$ cat src/rtl/pvr_params.svh
/*
 * Constants for the source-side contract raise sequencer: timing figures,
 * timer and error code widths and error codes.
 * Assumes a 125 MHz local clock; included by bare name.
 */
`ifndef PVR_PARAMS_SVH
`define PVR_PARAMS_SVH

// Local clock period in picoseconds
`define PVR_CLK_PS          8000
// Default source transition wait in microseconds
`define PVR_SRC_TRANS_US    25
// Default supply ready limit in microseconds
`define PVR_SRC_READY_US    285000
// Default wait for each GoodCRC, in microseconds
`define PVR_CRC_WAIT_US     1000
// Timer width, enough for the longest default count
`define PVR_TMR_W           32
// Cycles from microseconds, rounded down for a longest time
`define PVR_US2CYC(us)      (((us) * 1000000) / `PVR_CLK_PS)
// Error code width and codes
`define PVR_ERR_W           2
`define PVR_ERR_NONE        2'h0
`define PVR_ERR_CRC         2'h1
`define PVR_ERR_READY       2'h2

`endif

$ cat src/rtl/pvr_pkg.sv
/*
 * Types for the source-side contract raise sequencer.
 * Assumes pvr_params.svh sits on the include path.
 */
`include "pvr_params.svh"

package pvr_pkg;

    typedef enum logic [2:0] {
        PVR_IDLE,
        PVR_SEND_ACCEPT,
        PVR_WAIT_CRC_ACC,
        PVR_WAIT_TRANS,
        PVR_WAIT_SUPPLY,
        PVR_SEND_RDY,
        PVR_WAIT_CRC_RDY
    } pvr_state_t;

    typedef struct packed {
        logic [`PVR_TMR_W-1:0] count;
        logic                  run;
        logic                  done;
    } pvr_tmr_t;

    typedef struct packed {
        pvr_state_t            state;
        logic                  tx_accept;
        logic                  tx_ps_rdy;
        logic                  supply_cmd;
        logic                  busy;
        logic                  complete;
        logic [`PVR_ERR_W-1:0] err;
    } pvr_seq_t;

endpackage

$ cat src/rtl/pvr_tmr_if.sv
/*
 * Timer control carrier between the sequencer and its down-counter.
 * Assumes one clock domain; the sequencer drives start and limit.
 */
`timescale 1ns/1ps
`include "pvr_params.svh"

interface pvr_tmr_if;
    logic                  start;
    logic [`PVR_TMR_W-1:0] limit;
    logic                  expired;

    modport ctl (output start, output limit, input expired);
    modport tmr (input start, input limit, output expired);
endinterface

$ cat src/rtl/pvr_seq.sv
/*
 * Source-side sequencer for a contract change raising voltage and current.
 * It sends Accept, waits the transition interval after the GoodCRC, orders
 * the supply up, awaits readiness, sends PS_RDY and ends on its GoodCRC.
 * Assumes the protocol layer takes a one-cycle send pulse and reports each
 * GoodCRC with a one-cycle pulse; the supply reports ready as a level.
 */
`timescale 1ns/1ps
`include "pvr_params.svh"

module pvr_seq
    import pvr_pkg::*;
#(
    parameter logic [`PVR_TMR_W-1:0] SRC_TRANS_CYC = `PVR_TMR_W'(`PVR_US2CYC(`PVR_SRC_TRANS_US)),
    parameter logic [`PVR_TMR_W-1:0] SRC_READY_CYC = `PVR_TMR_W'(`PVR_US2CYC(`PVR_SRC_READY_US)),
    parameter logic [`PVR_TMR_W-1:0] CRC_WAIT_CYC  = `PVR_TMR_W'(`PVR_US2CYC(`PVR_CRC_WAIT_US))
)(
    // Clock and reset
    input  wire logic                  clock,
    input  wire logic                  rstn,
    // Policy manager
    input  wire logic                  request_ok,
    input  wire logic                  supply_ready,
    output logic                       supply_cmd,
    output logic                       busy,
    output logic                       complete,
    output logic [`PVR_ERR_W-1:0]      err,
    // Protocol layer
    output logic                       tx_accept,
    output logic                       tx_ps_rdy,
    input  wire logic                  rx_goodcrc
);

    ////////////////////////////////////////////////////////////////////////
    // Timer

    pvr_tmr_if tif ();

    pvr_timer u_timer (
        .clock (clock),
        .rstn  (rstn),
        .tif   (tif.tmr)
    );

    ////////////////////////////////////////////////////////////////////////
    // Sequencer

    pvr_seq_t q;
    pvr_seq_t d;
    logic     tmr_start;
    logic [`PVR_TMR_W-1:0] tmr_limit;

    always_comb begin
        d           = q;
        d.tx_accept = 1'b0;
        d.tx_ps_rdy = 1'b0;
        d.complete  = 1'b0;
        tmr_start   = 1'b0;
        tmr_limit   = CRC_WAIT_CYC;
        case (q.state)
            PVR_IDLE: begin
                if (request_ok) begin
                    d.tx_accept = 1'b1;
                    d.busy      = 1'b1;
                    d.err       = `PVR_ERR_NONE;
                    d.state     = PVR_SEND_ACCEPT;
                end
            end
            PVR_SEND_ACCEPT: begin
                tmr_start = 1'b1;
                d.state   = PVR_WAIT_CRC_ACC;
            end
            PVR_WAIT_CRC_ACC: begin
                if (rx_goodcrc) begin
                    tmr_start = 1'b1;
                    tmr_limit = SRC_TRANS_CYC;
                    d.state   = PVR_WAIT_TRANS;
                end else if (tif.expired) begin
                    d.err   = `PVR_ERR_CRC;
                    d.busy  = 1'b0;
                    d.state = PVR_IDLE;
                end
            end
            PVR_WAIT_TRANS: begin
                // Sink standby fits inside this wait
                if (tif.expired) begin
                    d.supply_cmd = 1'b1;
                    tmr_start    = 1'b1;
                    tmr_limit    = SRC_READY_CYC;
                    d.state      = PVR_WAIT_SUPPLY;
                end
            end
            PVR_WAIT_SUPPLY: begin
                if (supply_ready) begin
                    d.tx_ps_rdy = 1'b1;
                    d.state     = PVR_SEND_RDY;
                end else if (tif.expired) begin
                    d.err        = `PVR_ERR_READY;
                    d.supply_cmd = 1'b0;
                    d.busy       = 1'b0;
                    d.state      = PVR_IDLE;
                end
            end
            PVR_SEND_RDY: begin
                tmr_start = 1'b1;
                d.state   = PVR_WAIT_CRC_RDY;
            end
            PVR_WAIT_CRC_RDY: begin
                // done only on GoodCRC for PS_RDY
                if (rx_goodcrc) begin
                    d.complete = 1'b1;
                    d.busy     = 1'b0;
                    d.state    = PVR_IDLE;
                end else if (tif.expired) begin
                    d.err   = `PVR_ERR_CRC;
                    d.busy  = 1'b0;
                    d.state = PVR_IDLE;
                end
            end
            default: begin
                d = '0;
            end
        endcase
    end

    always_ff @(posedge clock or negedge rstn) begin
        if (!rstn) begin
            q <= '0;
        end else begin
            q <= d;
        end
    end

    assign tif.start  = tmr_start;
    assign tif.limit  = tmr_limit;

    // The supply stays commanded after success; the policy manager owns it
    assign supply_cmd = q.supply_cmd;
    assign busy       = q.busy;
    assign complete   = q.complete;
    assign err        = q.err;
    assign tx_accept  = q.tx_accept;
    assign tx_ps_rdy  = q.tx_ps_rdy;

endmodule // pvr_seq

$ cat src/rtl/pvr_timer.sv
/*
 * Interval timer: loads a terminal count on start and raises expired
 * once that many cycles have passed. A new start restarts it.
 * Assumes a single clock and an active-low asynchronous reset.
 */
`timescale 1ns/1ps
`include "pvr_params.svh"

module pvr_timer
    import pvr_pkg::*;
(
    // Clock and reset
    input  wire logic   clock,
    input  wire logic   rstn,
    // Control
    pvr_tmr_if.tmr      tif
);

    pvr_tmr_t q;
    pvr_tmr_t d;

    always_comb begin
        d = q;
        if (tif.start) begin
            d.count = tif.limit;
            d.run   = 1'b1;
            d.done  = 1'b0;
        end else if (q.run) begin
            if (q.count <= `PVR_TMR_W'(1)) begin
                d.run   = 1'b0;
                d.done  = 1'b1;
                d.count = '0;
            end else begin
                d.count = q.count - `PVR_TMR_W'(1);
            end
        end
    end

    always_ff @(posedge clock or negedge rstn) begin
        if (!rstn) begin
            q <= '0;
        end else begin
            q <= d;
        end
    end

    assign tif.expired = q.done;

endmodule // pvr_timer

$ cat config.mk
export PLATFORM = sky130hd
export DESIGN_NAME = pvr_seq
export DESIGN_NICKNAME = d
export VERILOG_FILES = /design/src/rtl/pvr_pkg.sv /design/src/rtl/pvr_tmr_if.sv /design/src/rtl/pvr_seq.sv /design/src/rtl/pvr_timer.sv
export VERILOG_INCLUDE_DIRS = /design/src /design/src/rtl
export SDC_FILE = /design/constraint.sdc
export NUM_CORES = 1
export LEC_CHECK = 0
export ABC_AREA = 1
export BUFFER_PORTS_ARGS = -buffer_cell sky130_fd_sc_hd__buf_2
export CAP_MARGIN = 20
export CORE_MARGIN = 2
export CORE_UTILIZATION = 32
export DETAILED_ROUTE_END_ITERATION = 6
export PLACE_DENSITY = 0.51
export SYNTH_ARGS = -nofsm -noshare
export SYNTH_HDL_FRONTEND = slang
export SYNTH_SLANG_ARGS = --single-unit
export TNS_END_PERCENT = 20
$ cat constraint.sdc
create_clock -name clock -period 2.2 [get_ports clock]
set_clock_uncertainty 0.15 [all_clocks]
set_input_delay 0.44 -clock clock [delete_from_list [all_inputs] [get_ports clock]]
set_output_delay 0.44 -clock clock [all_outputs]
set_load 0.03 [all_outputs]
==> metrics.md, run 1 <==
| Metric | Value |
|---|---|
| Crit path capture type | `flip-flop` |
| Clock buffer depth | `2` |
| Instance count on the critical path | `9` |
| VDD IR max | `between 0.5 and 0.6 mV` |
| Cts bufs inserted | `5` |
| Detail Placement HPWL | `5460 um` |
| Unique masters post-synth | `35` |
| Max-slew violation count | `0` |
| Hold Fails Final Rpt | `0` |
| Critical-path top delay cell | `dfrtp_1` |
| Via count | `~2500` |
| Vias in the first global route | `~2500` |
| Mean Syn Cell Area | `~7.2 um2` |
| Fin worst setup slack | `about 0.19 ns` |
| Port-buffer cells | `11` |
| WHS | `0.208 ns` |
| First-pass GRT wire length | `approximately 12000 um` |
| Largest net degree at the start of global routing | `45` |
| Setup Fix Bufs, Post-CTS | `0` |
| CP max FO | `7` |
| Worst R2R End | `u_timer.q[14]` |
| Worst Path Arrival | `~2.1 ns` |
| Final min period | `2.01 ns` |
| Starting DRT DRC Count | `~130` |
| Mapped Cells | `between 300 and 400` |
| Syn nets | `between 400 and 500` |
| Seq/Total Area, Yosys | `slightly below 40%` |
| Skew-Pair Late Insertion Delay | `between 0.3 and 0.4 ns` |
| F_max | `498 MHz` |
| PwrDens | `1100 nW/um2` |
| Initial Util | `about a third` |
| Pin slew with the least headroom to its limit | `0.533 ns` |
| Post-Route Setup TNS | `0 ns` |
| CTS Root Buffer Type | `clkbuf_8` |
| Die area | `9690 um2` |
| Slowest cell delay on critical path | `0.40 ns` |
| Critical Path Source | `u_timer.q[2]` |
| Syn-to-layout area delta | `10.0%` |
| Nets | `approximately 420` |
| Setup CP Type | `flip-flop to flip-flop` |
| I/O Pins | `12` |
| Crit path required time | `2.24 ns` |
| Leak pwr | `0.00156 uW` |
| CP most frequent cell | `nor2_4` |
| Vias per cell | `4.84` |
| GPL Wtd Cong | `0.898` |
| End point of the critical path | `u_timer.q[14]` |
| Total congestion overflow | `0` |
| GRT Util Overall | `15.9%` |
| RR Startpoint | `u_timer.q[2]` |
| Synth Flop Type | `dfrtp_1` |
| Reg2reg setup slack | `between 0.15 and 0.2 ns` |
| Core area | `8680 um2` |
| Max-Cap Viols | `0` |
| R2R depth | `9` |
| Mapped Area | `2850 um2` |
| Remaining routing DRC violations | `0` |
| Final period util | `between 90% and 100%` |
| Final setup violation count | `0` |
| CP startpoint kind | `flip-flop` |
| Chip Width | `98.4 um` |
| Most common library cell in the layout ignoring fill and taps | `nand2_1` |
| Routed len/inst | `between 10 and 15 um` |
| Ys async rst share | `between 90% and 100%` |
| Antenna-violating nets left | `0` |
| HP Class | `primary input to flip-flop` |
| Seq cells post-synth | `44` |
| WP buf/inv | `1` |
| Critical path's top delay family | `simple AND/OR/NAND/NOR gates` |
| TritonRoute pass-1 iters | `4` |
| Worst slew margin | `around 64%` |
| Layout fillers | `around 950` |
| Initial antenna violation count | `0` |
| Number of synthesized flops with an enable pin | `0` |
| Outcome | `complete, no violations` |
| Diodes inserted | `0` |
| # H-tree levels | `2` |
| Site Rows | `34` |
| CTS tree | `done` |
| Die H | `slightly below 100 um` |
| Reg clk slew, reported paths | `approximately 0.09 ns` |
| Most frequent cells in the layout | `nand2_1, nor2_1, dfrtp_1, inv_1, nand3_1` |
| CTS sink count | `44` |
| DRT Wirelength | `roughly 7300 um` |
| Yosys warnings | `0` |
| Layout cell share with drive strength beyond 1 | `approximately an eighth` |
| Crit path cell chain | `inv_1 > ha_1 > nand2_2 > nor2_4 > nor2_4 > nor2_1 > nor2_2 > nand2_1 > o21ai_0` |
| Dpl ws | `approximately 0.18 ns` |
[tightest hold or removal path, cell delays in order]
cell and delay, ns:
buf_2 0.11, inv_1 0.04, nor2_1 0.04
[report_power, final]
| part | switching [uW] | leakage, uW | internal (uW) |
|---|---|---|---|
| clock | 312 | 0.0000434 | 255 |
| sequential | 243 | 0.000573 | 1020 |
| combinational | 1090 | 0.000947 | 530 |
[registers in the layout, indices dropped and copies added, names as in the netlist]
signal               cells
u_timer.q               33
supply_cmd               1
busy                     1
err                      2
u_timer.tif.expired      1
q                        3
complete                 1
tx_ps_rdy                1
tx_accept                1
[worst min-delay path by stage]
stage	start	endpoint	cells after the start
6_report	request_ok	tx_accept	3
4_1_cts	request_ok	tx_accept	3
5_1_grt	request_ok	tx_accept	3
2_1_floorplan	rstn	busy	0
3_3_place_gp	rstn	u_timer.q[32]	2
3_5_place_dp	rstn	u_timer.q[32]	2
[Yosys cell counts (2+ instances only)]
library cell,count,area share [%]
nand2_1,118,16
nor2_1,64,8.4
dfrtp_1,44,39
inv_1,37,4.9
nand3_1,28,4.9
o21ai_0,18,3.2
a21oi_1,14,2.5
xor2_1,12,3.7
nand3_2,8,2.8
nand4_1,7,1.5
nor2_2,6,1.3
nand2_4,3,1.2
nor2_4,3,1.2
nor3_1,3,0.53
o21ai_1,3,0.53
a211oi_1,2,0.53
buf_4,2,0.53
buf_6,2,0.79
ha_1,2,0.88
nor2_8,2,1.4
o2111ai_1,2,0.61
o21bai_1,2,0.53
[layout make-up]
| type | instances | area [um2] | share of cell area (%) |
|---|---|---|---|
| clock inverter | 2 | 15.0 | 0.478 |
| timing repair buffer | 16 | 108 | 3.43 |
| tap | 108 | 135 | 4.31 |
| multi-input combinational | 305 | 1540 | 49.2 |
| clock buffer | 6 | 82.6 | 2.63 |
| inverter | 40 | 153 | 4.86 |
| sequential | 44 | 1100 | 35.1 |
[stage by stage]
stage	cell area, um2	cells	total power, uW	utilization (%)
floorplan	2850	395	2510	-
global placement	3030	512	2890	34.9
detailed placement	3030	512	2900	34.9
CTS	3140	521	3480	36.1
global route	3140	521	3760	36.2
finish	3140	521	3450	36.2
[per-layer routing]
metal,global-route usage (%),part of all wire (%)
met5,0,0
met1,21.6,47
met4,4.74,1.6
met3,2.13,2.9
met2,26.5,48
[what timing repair did]
| action | CTS | global route |
|---|---|---|
| endpoints found under the setup margin | 0 | 4 |
| gates resized for setup | 0 | 1 |
| hold endpoints to repair | 44 | 0 |
| hold buffers | 1 | 0 |
[kinds of logic after synthesis]
family	count (synthesis)	share of synthesized area (%)
compound gates	44	8.99
xor+xnor	13	3.99
fa+ha+maj	2	0.877
buf+inv	46	7.37
flops	44	38.6
simple gates	246	40.2
No activity file was read; power rests on OpenSTA's default activity.
==> run 2: changes to the inputs <==
==> constraint.sdc (replaced) <==
create_clock -name clock -period 2.2 [get_ports clock]
set_clock_uncertainty 0.15 [all_clocks]
set_input_delay 0.33 -clock clock [delete_from_list [all_inputs] [get_ports clock]]
set_output_delay 0.33 -clock clock [all_outputs]
set_load 0.03 [all_outputs]
==> run 2 against run 1 <==
Against the previous run: largest power group unchanged; clock-buffer cell count fell by 1; highest routed layer unchanged; final cell count did not move; global-route usage fell by 0.28 points; sequential cell count did not move; die area did not move.
==> metrics.md, run 2 (synthesis gave the netlist of run 1 again) <==
| Metric | Value |
|---|---|
| Wire length on met3 | `217 um` |
| Die area | `a little under 10000 um2` |
| Critical-path top delay cell | `dfrtp_1` |
| WHS | `0.100 ns` |
| Routed len/inst | `around 14 um` |
| Slowest cell delay on critical path | `0.41 ns` |
| Hold path start | `request_ok` |
| Die H | `98.4 um` |
| Fin worst setup slack | `~0.17 ns` |
| Switch share | `46.6%` |
| Reg clk slew, reported paths | `roughly 0.1 ns` |
| TritonRoute pass-1 iters | `4` |
| # H-tree levels | `2` |
| Diodes inserted | `0` |
| Antenna-violating nets left | `0` |
| Final period util | `92.1%` |
| Top Metal Used | `met4` |
| Worst slew margin | `61.1%` |
| Final setup violation count | `0` |
| Setup CP Type | `flip-flop to flip-flop` |
| Worst R2R End | `u_timer.q[16]` |
| DRT Wirelength | `7150 um` |
| Pin slew with the least headroom to its limit | `0.583 ns` |
| Vias in the first global route | `about 2400` |
| Core area | `around 8700 um2` |
| M1 WL | `about 3400 um` |
| VDD IR max | `about 0.47 mV` |
| WP buf/inv | `1` |
| GPL Wtd Cong | `around 0.85` |
| Skew-Pair Late Insertion Delay | `0.31 ns` |
| Hold Fails Final Rpt | `0` |
| Crit path cell chain | `inv_1 > ha_1 > nand2_2 > nor2_4 > nor2_4 > nor2_1 > nor2_2 > nand2_1 > o21ai_0` |
| Most frequent cells in the layout | `nand2_1, nor2_1, dfrtp_1, inv_1, nand3_1` |
| Largest net degree at the start of global routing | `45` |
| Clock power share | `18.8%` |
| Site Rows | `34` |
| First-pass GRT wire length | `around 12000 um` |
| Chip Width | `~98 um` |
| Hold Path Depth | `3` |
| Initial antenna violation count | `0` |
| R2R depth | `9` |
| RR Startpoint | `u_timer.q[2]` |
| Outcome | `complete, no violations` |
| Max-slew violation count | `0` |
| Leak pwr | `~0.0016 uW` |
| Net Sw Power | `~1600 uW` |
| RSZ-0062 raised after global routing | `no` |
| Starting DRT DRC Count | `151` |
| Combinational share of power | `between 40% and 50%` |
| Max reg flops | `33` |
| Dpl ws | `0.169 ns` |
| Clock buffer depth | `2` |
| Remaining routing DRC violations | `0` |
| Fin util | `between 30% and 40%` |
| Critical path's top delay family | `simple AND/OR/NAND/NOR gates` |
| Total congestion overflow | `0` |
| Crit path required time | `~2.2 ns` |
| Vias per cell | `approximately 5` |
| Internal power | `roughly 1900 uW` |
| F_max | `a little under 500 MHz` |
| Reg2reg setup slack | `around 0.17 ns` |
| Routed wire length on met2 | `around 3500 um` |
| Crit path capture type | `flip-flop` |
| CTS sink count | `between 40 and 50` |
| Syn-to-layout area delta | `10.5%` |
| Via count | `2542` |
| Layout cell share with drive strength beyond 1 | `roughly 13%` |
| Worst hold path endpoint | `tx_accept` |
| Port-buffer cells | `11` |
| Post-Route Setup TNS | `0 ns` |
| Cts bufs inserted | `5` |
| CP most frequent cell | `nor2_4` |
| I/O Pins | `12` |
| Worst Path Arrival | `2.06 ns` |
| Design area | `3150 um2` |
| CP max FO | `7` |
| Instance count on the critical path | `9` |
| Max-Cap Viols | `0` |
| Largest Register | `u_timer.q` |
| Most common library cell in the layout ignoring fill and taps | `nand2_1` |
| PwrDens | `1120 nW/um2` |
| Initial Util | `about 33%` |
| Final min period | `around 2.0 ns` |
| CP startpoint kind | `flip-flop` |
| CTS tree | `done` |
| Gates resized, CTS repair | `0` |
| GRT Util Overall | `between 10% and 20%` |
| Cell Area, Placed | `slightly above 3000 um2` |
| Flop pwr share | `35.7%` |
| Nets | `about 420` |
| Detail Placement HPWL | `5410 um` |
| HP Class | `primary input to flip-flop` |
| CTS Root Buffer Type | `clkbuf_8` |
run 2: cell types whose count changed in the layout (fill, tap and decap cells not counted):
cell	previous run	this run
bufinv_16	0	1
clkbuf_8	6	5
clkinvlp_4	2	1
inv_6	0	1
nor2_1	63	64
nor2_2	7	6
run 2: worst reg2reg max path: cells and delay by family (launching register included):
kind	cells	cell delay, ns
compound gates	1	0.12
flops	1	0.41
buf+inv	1	0.12
fa+ha+maj	1	0.24
simple gates	6	0.88
run 2: timing repair:
item,4_1_cts,5_1_grt
setup endpoints to repair,0,0
endpoints found under the hold margin,44,0
hold buffers,1,0
setup buffers,0,0
run 2: final cells by class:
type                    instances  area [um2]
well taps                     108         135
flip-flops and latches         44        1100
multi-input cells             305        1540
repair buffers                 16         108
inverters                      40         153
fillers                       950        5530
clock buffers                   5        68.8
clock inverters                 3        46.3
run 2: per-stage QoR:
stage | power, uW | instances
after floorplan | 2510 | 395
after global placement | 2880 | 512
after detailed placement | 2900 | 512
after CTS | 3570 | 521
after global routing | 3840 | 521
final | 3540 | 521
run 2: per-layer routing:
metal  GRT usage (%)  vias to the layer above
met1            21.0                     1201
met3            2.41                        6
met4            2.95                        0
li1                -                     1306
met2            26.9                       29
met5               0                        -
run 2: worst max-delay path by stage:
stage / start / slack [ns] / end
2_1_floorplan: u_timer.q[2] / 0.40 / u_timer.q[10]
3_3_place_gp: u_timer.q[2] / 0.27 / u_timer.q[14]
3_5_place_dp: u_timer.q[2] / 0.17 / u_timer.q[14]
4_1_cts: u_timer.q[2] / 0.17 / u_timer.q[14]
5_1_grt: u_timer.q[2] / 0.01 / u_timer.q[32]
6_report: u_timer.q[2] / 0.17 / u_timer.q[16]
run 2: power by group through the flow:
stage | combinational (uW) | sequential (uW) | clock (uW)
global route | 1850 | 1290 | 706
CTS | 1630 | 1260 | 680
floorplan | 1270 | 1240 | 0
finish | 1610 | 1260 | 664
detailed placement | 1620 | 1270 | 0
global placement | 1610 | 1270 | 0
